File: config.mk
export PLATFORM = sky130hd
export DESIGN_NAME = dpgs_regs
export DESIGN_NICKNAME = d
export VERILOG_FILES = /design/src/common/dpgs_pkg.sv /design/src/rtl/dpgs_chan_decode.sv /design/src/rtl/dpgs_ee_timer.sv /design/src/rtl/dpgs_regs.sv
export VERILOG_INCLUDE_DIRS = /design/src /design/src/common
export SDC_FILE = /design/constraint.sdc
export NUM_CORES = 1
export LEC_CHECK = 0
export CAP_MARGIN = 25
export CELL_PAD_IN_SITES_DETAIL_PLACEMENT = 0
export CELL_PAD_IN_SITES_GLOBAL_PLACEMENT = 1
export CORE_MARGIN = 1
export CORE_UTILIZATION = 44
export CTS_CLUSTER_DIAMETER = 150
export DETAILED_ROUTE_END_ITERATION = 6
export DONT_BUFFER_PORTS = 1
export PLACE_DENSITY = 0.81
export REMOVE_ABC_BUFFERS = 1
export SYNTH_ARGS = -nofsm -noshare
export SYNTH_HDL_FRONTEND = slang
export SYNTH_SLANG_ARGS = --single-unit
File: constraint.sdc
create_clock -name clk -period 1.7 [get_ports clk]
set_input_delay 0.17 -clock clk [delete_from_list [all_inputs] [get_ports clk]]
set_output_delay 0.17 -clock clk [all_outputs]
set_load 0.01 [all_outputs]
File: src/common/dpgs_cfg.svh
`ifndef DPGS_CFG_SVH
`define DPGS_CFG_SVH

// Build variant: 8 for the octal part, 4 for the quad part
`define DPGS_CHANNELS        8

// Serial register addresses
`define DPGS_ADDR_PD_VOL     5'h09
`define DPGS_ADDR_GAIN_STAT  5'h0A
`define DPGS_ADDR_PD_NV      5'h19
// Address bit that marks the nonvolatile half of the map
`define DPGS_NV_SPACE_BIT    4

// Field positions in the gain and status word
`define DPGS_GAIN_LSB        8
`define DPGS_POR_FLAG_BIT    7
`define DPGS_NONVOLATILE_WRITE_ACTIVE_FLAG_BIT        6

// Reset values
`define DPGS_PD_RESET        16'h0000
`define DPGS_GAIN_RESET      8'h00
`define DPGS_POR_FLAG_RESET  1'b1

// Nonvolatile write cycle time, rounded up to whole clocks
`define DPGS_CLK_PERIOD_NS   4
`define DPGS_EE_WRITE_NS     1000
`define DPGS_EE_WRITE_CYCLES \
    ((`DPGS_EE_WRITE_NS + `DPGS_CLK_PERIOD_NS - 1) / `DPGS_CLK_PERIOD_NS)

`endif

File: src/common/dpgs_pkg.sv
package dpgs_pkg;

    typedef enum logic [1:0]
    {
        PD_NORMAL = 2'b00,
        PD_LOAD_1K = 2'b01,
        PD_LOAD_125K = 2'b10,
        PD_OPEN = 2'b11
    } dpgs_pd_mode_t;

    // One register command from the serial protocol engine
    typedef struct packed
    {
        logic        rd;
        logic        wr;
        logic [4:0]  addr;
        logic [15:0] wdata;
    } dpgs_req_t;

    // Answer, one cycle after the command
    typedef struct packed
    {
        logic        ack;
        logic        nak;
        logic [15:0] rdata;
    } dpgs_rsp_t;

endpackage

File: src/rtl/dpgs_chan_decode.sv
`timescale 1ns/1ps

module dpgs_chan_decode
    import dpgs_pkg::*;
(
    // Clock and reset
    input  wire logic          clk,
    input  wire logic          resetn,
    // Power-down field of one channel
    input  wire dpgs_pd_mode_t mode,
    // Output stage controls
    output logic               drive_en,
    output logic               load_1k,
    output logic               load_125k
);

    logic next_drive_en;
    logic next_load_1k;
    logic next_load_125k;

    assign next_drive_en  = (mode == PD_NORMAL);
    assign next_load_1k   = (mode == PD_LOAD_1K);
    // field 11 matches none, output open
    assign next_load_125k = (mode == PD_LOAD_125K);

    // Registered so the analogue switches never see decode glitches
    always_ff @(posedge clk or negedge resetn)
    begin
        if (!resetn)
        begin
            drive_en  <= 1'b0;
            load_1k   <= 1'b0;
            load_125k <= 1'b0;
        end
        else
        begin
            drive_en  <= next_drive_en;
            load_1k   <= next_load_1k;
            load_125k <= next_load_125k;
        end
    end

endmodule

File: src/rtl/dpgs_ee_timer.sv
`timescale 1ns/1ps
`include "dpgs_cfg.svh"

module dpgs_ee_timer
(
    // Clock and reset
    input  wire logic clk,
    input  wire logic resetn,
    // Start of a nonvolatile write
    input  wire logic start,
    // Write cycle in progress
    output logic      busy
);

    localparam logic [15:0] CYCLES = 16'(`DPGS_EE_WRITE_CYCLES);

    logic [15:0] count;

    always_ff @(posedge clk or negedge resetn)
    begin
        if (!resetn)
        begin
            busy  <= 1'b0;
            count <= 16'h0000;
        end
        else if (start && !busy)
        begin
            busy  <= 1'b1;
            count <= CYCLES - 16'h0001;
        end
        else if (busy)
        begin
            busy  <= (count != 16'h0000);
            count <= (count != 16'h0000) ? count - 16'h0001 : 16'h0000;
        end
    end
endmodule

File: src/rtl/dpgs_regs.sv
`timescale 1ns/1ps
`include "dpgs_cfg.svh"

// What this block does
// - Power-down register: volatile copy at 09h, nonvolatile copy at 19h.
// - Every channel owns a two-bit power-down field.
// - Fields fill bits 15-0 on octal, 7-0 on quad.
// - Field 00 runs the channel normally with output driven.
// - Field 01 powers down with 1k load to ground.
// - Field 10 powers down with 125k load to ground.
// - Field 11 powers down with output left open.
// - Quad unused power-down bits 15-8; they are masked and read as zero.
// - Gain and status register sits at 0Ah.
// - One gain bit per channel from bit 8 up; one means 2x.
// - Reset-event flag in bit 7 sets on reset, clears on read.
// - Bit 6 reads one while a nonvolatile write runs.
// - During a nonvolatile write only volatile commands are accepted.
module dpgs_regs
    import dpgs_pkg::*;
(
    // Clock and reset
    input  wire logic                       clk,
    input  wire logic                       resetn,
    // Register commands from the serial engine
    input  wire dpgs_req_t                  req,
    output dpgs_rsp_t                       rsp,
    // Brown-out seen while logic stays powered
    input  wire logic                       brownout_event,
    // Stored images recalled after reset
    input  wire logic [15:0]                nv_pd_image,
    input  wire logic [7:0]                 nv_gain_image,
    // Nonvolatile programming
    output logic                            ee_wr_req,
    output logic [15:0]                     ee_wr_data,
    output logic                            write_active,
    // Channel output stage controls
    output logic [`DPGS_CHANNELS-1:0]       ch_drive_en,
    output logic [`DPGS_CHANNELS-1:0]       ch_load_1k,
    output logic [`DPGS_CHANNELS-1:0]       ch_load_125k,
    output logic [`DPGS_CHANNELS-1:0]       ch_gain
);

    localparam int CH = `DPGS_CHANNELS;
    localparam logic [15:0] PD_MASK = 16'((32'h1 << (2 * CH)) - 32'h1);
    localparam logic [7:0] GAIN_MASK = 8'((32'h1 << CH) - 32'h1);

    logic [15:0] pd_vol;
    logic [15:0] pd_nv;
    logic [7:0]  gain;
    logic        por_flag;
    logic        loaded;

    logic        hit_pdv;
    logic        hit_gs;
    logic        hit_pdn;
    logic        nv_space;
    logic        any_cmd;
    logic        mapped;
    logic        refused;
    logic        take;
    logic        wr_pdv;
    logic        wr_gain;
    logic        wr_pdn;
    logic        rd_gs;
    logic [15:0] status_word;
    logic [15:0] read_word;
    logic        next_por_flag;
    logic [15:0] busy_len;

    // Address decode
    assign hit_pdv  = (req.addr == `DPGS_ADDR_PD_VOL);
    assign hit_gs   = (req.addr == `DPGS_ADDR_GAIN_STAT);
    assign hit_pdn  = (req.addr == `DPGS_ADDR_PD_NV);
    assign nv_space = req.addr[`DPGS_NV_SPACE_BIT];
    assign any_cmd  = req.rd || req.wr;
    assign mapped   = hit_pdv || hit_gs || hit_pdn;

    // every command refused until recall, nonvolatile commands refused while busy
    // Reads of the nonvolatile half are refused too while it is busy
    assign refused = !loaded || (nv_space && write_active);
    assign take    = any_cmd && mapped && !refused;

    assign wr_pdv  = take && req.wr && hit_pdv;
    assign wr_pdn  = take && req.wr && hit_pdn;
    assign wr_gain = take && req.wr && hit_gs;
    assign rd_gs   = take && req.rd && hit_gs;

    // bit 6 mirrors the write timer
    assign status_word = {gain & GAIN_MASK, por_flag, write_active, 6'h00};

    // unused bits read as zero, masked at write
    assign read_word = hit_pdv ? (pd_vol & PD_MASK) :
                       hit_pdn ? (pd_nv & PD_MASK) :
                       hit_gs  ? status_word : 16'h0000;

    // a new event beats the read clear
    // set on event, cleared by read
    assign next_por_flag = brownout_event ? 1'b1 :
                           rd_gs          ? 1'b0 : por_flag;

    // Recall of stored images in the first cycle after release
    always_ff @(posedge clk or negedge resetn)
    begin
        if (!resetn)
        begin
            loaded <= 1'b0;
        end
        else
        begin
            loaded <= 1'b1;
        end
    end

    // fields masked to the variant width
    always_ff @(posedge clk or negedge resetn)
    begin
        if (!resetn)
        begin
            pd_vol <= `DPGS_PD_RESET;
            pd_nv  <= `DPGS_PD_RESET;
        end
        else if (!loaded)
        begin
            pd_vol <= nv_pd_image & PD_MASK;
            pd_nv  <= nv_pd_image & PD_MASK;
        end
        else
        begin
            if (wr_pdv)
            begin
                pd_vol <= req.wdata & PD_MASK;
            end
            if (wr_pdn)
            begin
                pd_nv <= req.wdata & PD_MASK;
            end
        end
    end

    always_ff @(posedge clk or negedge resetn)
    begin
        if (!resetn)
        begin
            gain <= `DPGS_GAIN_RESET;
        end
        else if (!loaded)
        begin
            gain <= nv_gain_image & GAIN_MASK;
        end
        else if (wr_gain)
        begin
            gain <= req.wdata[`DPGS_GAIN_LSB +: 8] & GAIN_MASK;
        end
    end

    // flag set by the reset itself
    always_ff @(posedge clk or negedge resetn)
    begin
        if (!resetn)
        begin
            por_flag <= `DPGS_POR_FLAG_RESET;
        end
        else
        begin
            por_flag <= next_por_flag;
        end
    end

    // Answer one cycle after the command
    always_ff @(posedge clk or negedge resetn)
    begin
        if (!resetn)
        begin
            rsp <= '0;
        end
        else
        begin
            rsp.ack   <= take;
            rsp.nak   <= any_cmd && !take;
            rsp.rdata <= (take && req.rd) ? read_word : 16'h0000;
        end
    end

    // nonvolatile copy goes to the array
    always_ff @(posedge clk or negedge resetn)
    begin
        if (!resetn)
        begin
            ee_wr_req  <= 1'b0;
            ee_wr_data <= 16'h0000;
        end
        else
        begin
            ee_wr_req  <= wr_pdn;
            ee_wr_data <= wr_pdn ? (req.wdata & PD_MASK) : ee_wr_data;
        end
    end

    dpgs_ee_timer u_ee_timer
    (
        .clk    (clk),
        .resetn (resetn),
        .start  (wr_pdn),
        .busy   (write_active)
    );

    // write time measured apart from the timer
    always_ff @(posedge clk or negedge resetn)
    begin
        if (!resetn)
        begin
            busy_len <= 16'h0000;
        end
        else
        begin
            busy_len <= write_active ? busy_len + 16'h0001 : 16'h0000;
        end
    end

    assign ch_gain = gain[CH-1:0];

    // channel n decodes bits 2n+1 and 2n
    genvar gi;
    generate
        for (gi = 0; gi < CH; gi++)
        begin : g_chan
            dpgs_chan_decode u_decode
            (
                .clk       (clk),
                .resetn    (resetn),
                .mode      (dpgs_pd_mode_t'(pd_vol[2*gi +: 2])),
                .drive_en  (ch_drive_en[gi]),
                .load_1k   (ch_load_1k[gi]),
                .load_125k (ch_load_125k[gi])
            );
        end
    endgenerate
endmodule

* Word-level counts from Yosys, hierarchy flattened
Cells that the tools add are included.
** Cells by class
- $lt $le $gt $ge :: 0
- Bitwise gates (word level) :: 0
- Eq/ne operators :: 22
- $add $sub $neg :: 1
- Multiplexer cells :: 17
- Reduce and logical (&&, ||, !) cells :: 30
- Div/mod/pow operators :: 0
- Multiply operators :: 0
- Shift operators :: 0
** Operator list (count)
- $mux W16 :: 11
- $eq A2 B1 Y1 const B :: 8
- $eq A2 B2 Y1 const B :: 8
- $logic_not A2 Y1 :: 8
- $mux W8 :: 2
- $reduce_bool A16 Y1 :: 1
- $sub A16 B1 Y16 const B :: 1
- $logic_and A1 B1 Y1 :: 11
- $eq A5 B4 Y1 const B :: 2
- $ne A2 B1 Y1 const B :: 3
- $eq A5 B5 Y1 const B :: 1
- $logic_not A1 Y1 :: 4
- $logic_or A1 B1 Y1 :: 4
- $mux W1 :: 4
- $reduce_bool A2 Y1 :: 2
** Storage, ports and cells
- RAM bits :: 0
- Output and inout bits :: 68
- Bits of input ports :: 50
- Logic and storage cells :: 106
- ROM bits :: 0
- Flip-flop bits (word level) :: 118
- Memories :: 0
- Bits in latches :: 0

* Longest topological paths before layout
- Depth after elaboration :: 9
- Gate-level depth with buffers :: 7
- Mapped depth without buffers :: 6

* Hierarchy
A second synthesis with hierarchy kept.
** Unflattened totals
- Cell total of the unflattened synthesis :: 500
- Area, all modules :: 5318.9 sq um
** By module, submodules not included
- dpgs_regs :: sequential area each 1928.1 sq um, instances 1, area each 3617.2 sq um, cells each 349
- dpgs_ee_timer :: sequential area each 425.4 sq um, instances 1, area each 950.9 sq um, cells each 103
- dpgs_chan_decode :: sequential area each 75.1 sq um, instances 8, area each 93.8 sq um, cells each 6

* Worst setup path after synthesis
Ideal clock, no wire load.
- Kind :: register to register
- Start :: reg u_ee_timer.count[4]
- End :: reg u_ee_timer.count[12]
- Buffers on the path :: 2
- Setup time :: 0.136 ns
- Period minus slack after synthesis :: 1.599 ns
- Data arrival time :: 1.463 ns
- Required time :: 1.564 ns
- Setup slack :: 0.101 ns
- Cell stages (with the launch flop) :: 7
- Cells stage by stage :: dfrtp_1 nor4_1 buf_2 nand3_1 clkbuf_1 o2111ai_1 o211ai_1
** On the way
- Word-level cells in the longest chain between the ends :: 4
- Elaborated cells between the ends (all ways) :: 5
- Classes of those cells :: add/sub: 1; mux: 3; reduce/logical: 1
** RTL lines
- from (decl) :: RTL line dpgs_ee_timer.sv:17 : logic [15:0] count;
- from (signal assigned) :: RTL line dpgs_ee_timer.sv:29 : count <= CYCLES - 16'h0001;
- from (signal assigned) :: RTL line dpgs_ee_timer.sv:34 : count <= (count != 16'h0000) ? count - 16'h0001 : 16'h0000;
- $sub A16 B1 Y16 or $reduce_bool A16 Y1 (tied branches) :: RTL line dpgs_ee_timer.sv:34
- $mux W16 * :: RTL line dpgs_ee_timer.sv:34
- $mux W16 * :: RTL line dpgs_ee_timer.sv:31 : else if (busy)
- $mux W16 * :: RTL line dpgs_ee_timer.sv:26 : else if (start && !busy)
Mark *: on every way between the ends. The rest lies on a longest branch, timed or not. The select of a mux whose other input is x is not followed.
A chain may end at the register's enable or synchronous reset.

* Final worst setup path
- Start :: reg u_ee_timer.count[13]
- End :: reg u_ee_timer.count[14]
The elaborated chain is that of the path after synthesis.

==> results_tabular.tex <==
\begin{tabular}{lr}
\hline
Metric & Value \\
\hline
\multicolumn{2}{l}{\textbf{Layout}} \\
Fill cell total of the finished layout & 958 \\
Layout Area Growth over Synthesis & 23.7\% \\
Share of cells above drive strength 1 & 17.5\% \\
Total number of nets in the final design & 594 \\
Antenna cell count & 0 \\
Post-layout instance count excluding filler cells & 698 \\
\multicolumn{2}{l}{\textbf{Synth}} \\
Post-synthesis area per instance & 10.8 um\^{}2 \\
Dominant combinational cell family by area after synthesis & simple AND/OR/NAND/NOR gates \\
Share of synthesized cell area in and, or, nand and nor gates & 13.1\% \\
Number of enable-type register cells in the synthesized netlist & 0 \\
Adder-cell share of the synthesized area & 0.471\% \\
Yosys warning total & 0 \\
Number of synthesized register bits & 118 \\
Synthesized-area fraction occupied by ao, oa, aoi and oai cells & 12.5\% \\
Proportion of synthesized flip-flops having asynchronous set or reset & 100\% \\
Sequential share of the synthesized area & 55.6\% \\
Instance count of the mapped netlist & 493 \\
Post-synthesis cell type count & 52 \\
Post-Synth XOR/XNOR Area & 0\% \\
Primary FF master, synth & dfrtp\_1 \\
Fraction of synthesized area in multiplexers & 12.0\% \\
Netlist Area Pre-Place & 5320 um\^{}2 \\
\multicolumn{2}{l}{\textbf{Timing}} \\
Final Max Slew Viols & 0 \\
Final Hold Vio Count & 118 \\
Worst-case hold slack & -0.541 ns \\
Setup repair after global routing missed its margin & false \\
Min Tclk post-route & 1.60 ns \\
Post-layout worst setup margin & 0.0956 ns \\
Peak clock frequency supported by timing & 0.623 GHz \\
Clock skew & 0.00647 ns \\
Portion of the clock cycle consumed by the worst path in the final layout & about 94\% \\
Setup TNS & 0 ns \\
Number of endpoints failing setup at the final stage & 0 \\
\multicolumn{2}{l}{\textbf{Die}} \\
FP Rows & 39 \\
Count of pins on the block boundary & between 100 and 150 \\
Horizontal extent of the die & 112 um \\
Floorplan core area & 11,600 um\^{}2 \\
Vertical extent of the die & $\sim$110 um \\
Starting density of the core & approximately 46\% \\
DIE AREA & 12,500 um\^{}2 \\
\multicolumn{2}{l}{\textbf{Power and ir drop}} \\
Worst VDD drop & 0.997 mV \\
Total power density per cell area & 1100 nW/um\^{}2 \\
Total power & 7.22 mW \\
Leak pwr & 2.87 nW \\
\multicolumn{2}{l}{\textbf{Placed design}} \\
Final HPWL from detailed placement & $\sim$8200 um \\
I/O Buffers & 0 \\
Routability Congestion & 0.859 \\
Pre-CTS setup slack & 0.0281 ns \\
DP Cell Count & just over 600 \\
\multicolumn{2}{l}{\textbf{Worst setup path}} \\
Startpoint type of the worst setup path & flip-flop \\
Max stage delay cell, worst path & dfrtp\_1 \\
Worst reg2reg path depth & 4 \\
Cell count along the critical path & 4 \\
Maximum fanout along the worst path & 5 \\
Data arrival at the endpoint of the critical path & 1.89 ns \\
Critical path, cell by cell & or3\_1 > o311a\_1 > a41oi\_1 > a21oi\_1 \\
Count of buffer and inverter cells on the critical path & 0 \\
Maximum cell stage delay along the critical path & between 0.4 and 0.5 ns \\
Endpoint kind of the worst setup timing path & flip-flop \\
Critical path's top delay family & compound AO/OA/AOI/OAI gates \\
R2R Setup Slk & 0.1 ns \\
Category of the critical setup timing path & reg2reg \\
Worst endpoint required time & 1.99 ns \\
\multicolumn{2}{l}{\textbf{Route}} \\
Starting DRC count in detailed routing & 239 \\
DRC violations left & 3 \\
Overall routed net length & 12,700 um \\
Overall via count from detail\_route & 3,861 \\
Number of nets with antenna violations after detailed routing & 0 \\
DR pass1 iterations & 7 \\
Via-to-Cell Ratio & 5.53 \\
Drt wl/cell & roughly 18 um \\
\multicolumn{2}{l}{\textbf{Clock tree}} \\
TritonCTS clock tree & done \\
\# H-tree levels & 4 \\
\# clock sinks & 118 \\
Post-CTS Repair Setup Buffers & 0 \\
Clock tree root buffer cell & clkbuf\_16 \\
Source-to-sink clock delay at the later pin of the worst-skew pair & roughly 0.4 ns \\
Max Root-Sink Buffers & 2 \\
Number of buffers added by the clock tree synthesis step & 17 \\
Clk slew on worst S/H paths & approximately 0.050 ns \\
\multicolumn{2}{l}{\textbf{Hold path}} \\
Worst Hold Class & in2async \\
\multicolumn{2}{l}{\textbf{Global route}} \\
Global-route usage over all layers & 21.6\% \\
Total gr overflow & 0 \\
Number of antenna violations at the first check in global routing & 0 \\
Pin count of the biggest net entering global routing & 119 \\
Vias in the first global route & 3,947 \\
Wire length of the first global-routing pass & 20,700 um \\
\multicolumn{2}{l}{\textbf{Status}} \\
Failing checks & design-rule violations, negative hold slack \\
Outcome & finished with violations \\
\multicolumn{2}{l}{\textbf{Flow run}} \\
Number of maximum-capacitance constraint violations & 0 \\
\hline
\end{tabular}
==> layout make-up <==
cell class                 count  area (um^2)  area share [%]
sequential                   118         2960            44.9
multi-input combinational    315         2040            31.0
timing repair buffer          80          758            11.5
clock buffer                  17          425            6.47
clock inverter                15          186            2.83
tap                          143          179            2.72
inverter                      10         37.5           0.570
==> per-layer routing <==
metal / vias to the layer above / share of wire (%) / track usage (%) / wire length (um)
met3: 18 / 6.6 / 7.95 / 833
li1: 1810 / - / - / -
met5: - / 0 / 0 / 0
met2: 113 / 50 / 34.9 / 6310
met4: 0 / 1.7 / 7.20 / 217
met1: 1920 / 42 / 26.9 / 5320
==> cells in the mapped netlist (all sizes together) (3+ instances only) <==
cell | instances | area [um^2]
a211oi | 10 | 75.1
a41oi | 3 | 26.3
o211ai | 6 | 45.0
nor2b | 17 | 106
buf | 35 | 243
nand3 | 6 | 30.0
o21ai | 24 | 124
a21oi | 44 | 220
nand2 | 21 | 78.8
o2111ai | 5 | 43.8
inv | 10 | 37.5
nor2 | 73 | 274
mux2i | 46 | 460
dfrtp | 117 | 2930
mux2 | 16 | 180
nor3 | 5 | 30.0
clkbuf | 15 | 56.3
==> timing repair <==
item,4_1_cts,5_1_grt
hold buffers,44,1
gates resized for setup,0,8
endpoints found under the setup margin,0,11
endpoints found under the hold margin,182,119
==> cells in the final DEF, fill, tap and decap left out, types with 3 or more instances in the layout <==
| master | instances |
|---|---|
| dfrtp_1 | 116 |
| nor2_1 | 73 |
| mux2i_1 | 46 |
| dlygate4sd3_1 | 45 |
| a21oi_1 | 44 |
| buf_4 | 30 |
| o21ai_0 | 22 |
| nand2_1 | 20 |
| clkbuf_16 | 17 |
| nor2b_1 | 16 |
| mux2_2 | 16 |
| a211oi_1 | 10 |
| inv_1 | 9 |
| clkinv_2 | 7 |
| nand3_1 | 6 |
| o211ai_1 | 6 |
| o2111ai_1 | 5 |
| nor3_1 | 4 |
| bufinv_16 | 4 |
| a41oi_1 | 3 |
| clkinvlp_4 | 3 |
| buf_12 | 3 |
==> report_power, final <==
group | switching (mW) | total [mW] | internal (mW)
clock network | 1.24 | 3.67 | 2.43
registers | 0.172 | 3.14 | 2.97
logic | 0.192 | 0.402 | 0.210
total | 1.61 | 7.22 | 5.61
==> kinds of logic after synthesis <==
logic type,count (synthesis)
AND/OR/NAND/NOR,143
flip-flops,118
AO/OA/AOI/OAI,107
multiplexers,62
buffers and inverters,60
adder cells (fa/ha/maj),2
other,1
==> flip-flops by register name (all words and copies together), names as in the netlist <==
register	count
ch_gain	8
ee_wr_data	16
ee_wr_req	1
g_chan.u_decode.drive_en	8
g_chan.u_decode.load_125k	8
g_chan.u_decode.load_1k	8
loaded	1
pd_nv	16
pd_vol	16
por_flag	1
rsp	18
u_ee_timer.busy	1
u_ee_timer.count	16
==> worst register-to-register path: stages, from the launching register on <==
cell and delay (ns):
dfrtp_1 0.41, or3_1 0.40, o311a_1 0.35, a41oi_1 0.22, a21oi_1 0.10
==> final timing paths <==
path                                                   from                                     end
setup / recovery           u_ee_timer.count[13]$_DFFE_PN0P_        u_ee_timer.count[14]$_DFFE_PN0P_
hold / removal                                       resetn  g_chan[5].u_decode.load_125k$_DFF_PN0_
setup reg to reg           u_ee_timer.count[13]$_DFFE_PN0P_        u_ee_timer.count[14]$_DFFE_PN0P_
hold reg to reg                      pd_vol[12]$_DFFE_PN0P_   g_chan[6].u_decode.drive_en$_DFF_PN0_
max in group asynchronous                            resetn                    por_flag$_DFFE_PN1P_
min in group clk                                     req[1]                   pd_vol[1]$_DFFE_PN0P_
==> stage by stage <==
step / utilization, % / instance area, um^2
floorplan: - / 5020
global placement: 47.3 / 5500
detailed placement: 47.3 / 5500
CTS: 56.4 / 6550
global route: 56.7 / 6580
finish: 56.7 / 6580
Power figures use the tool's default switching activity.
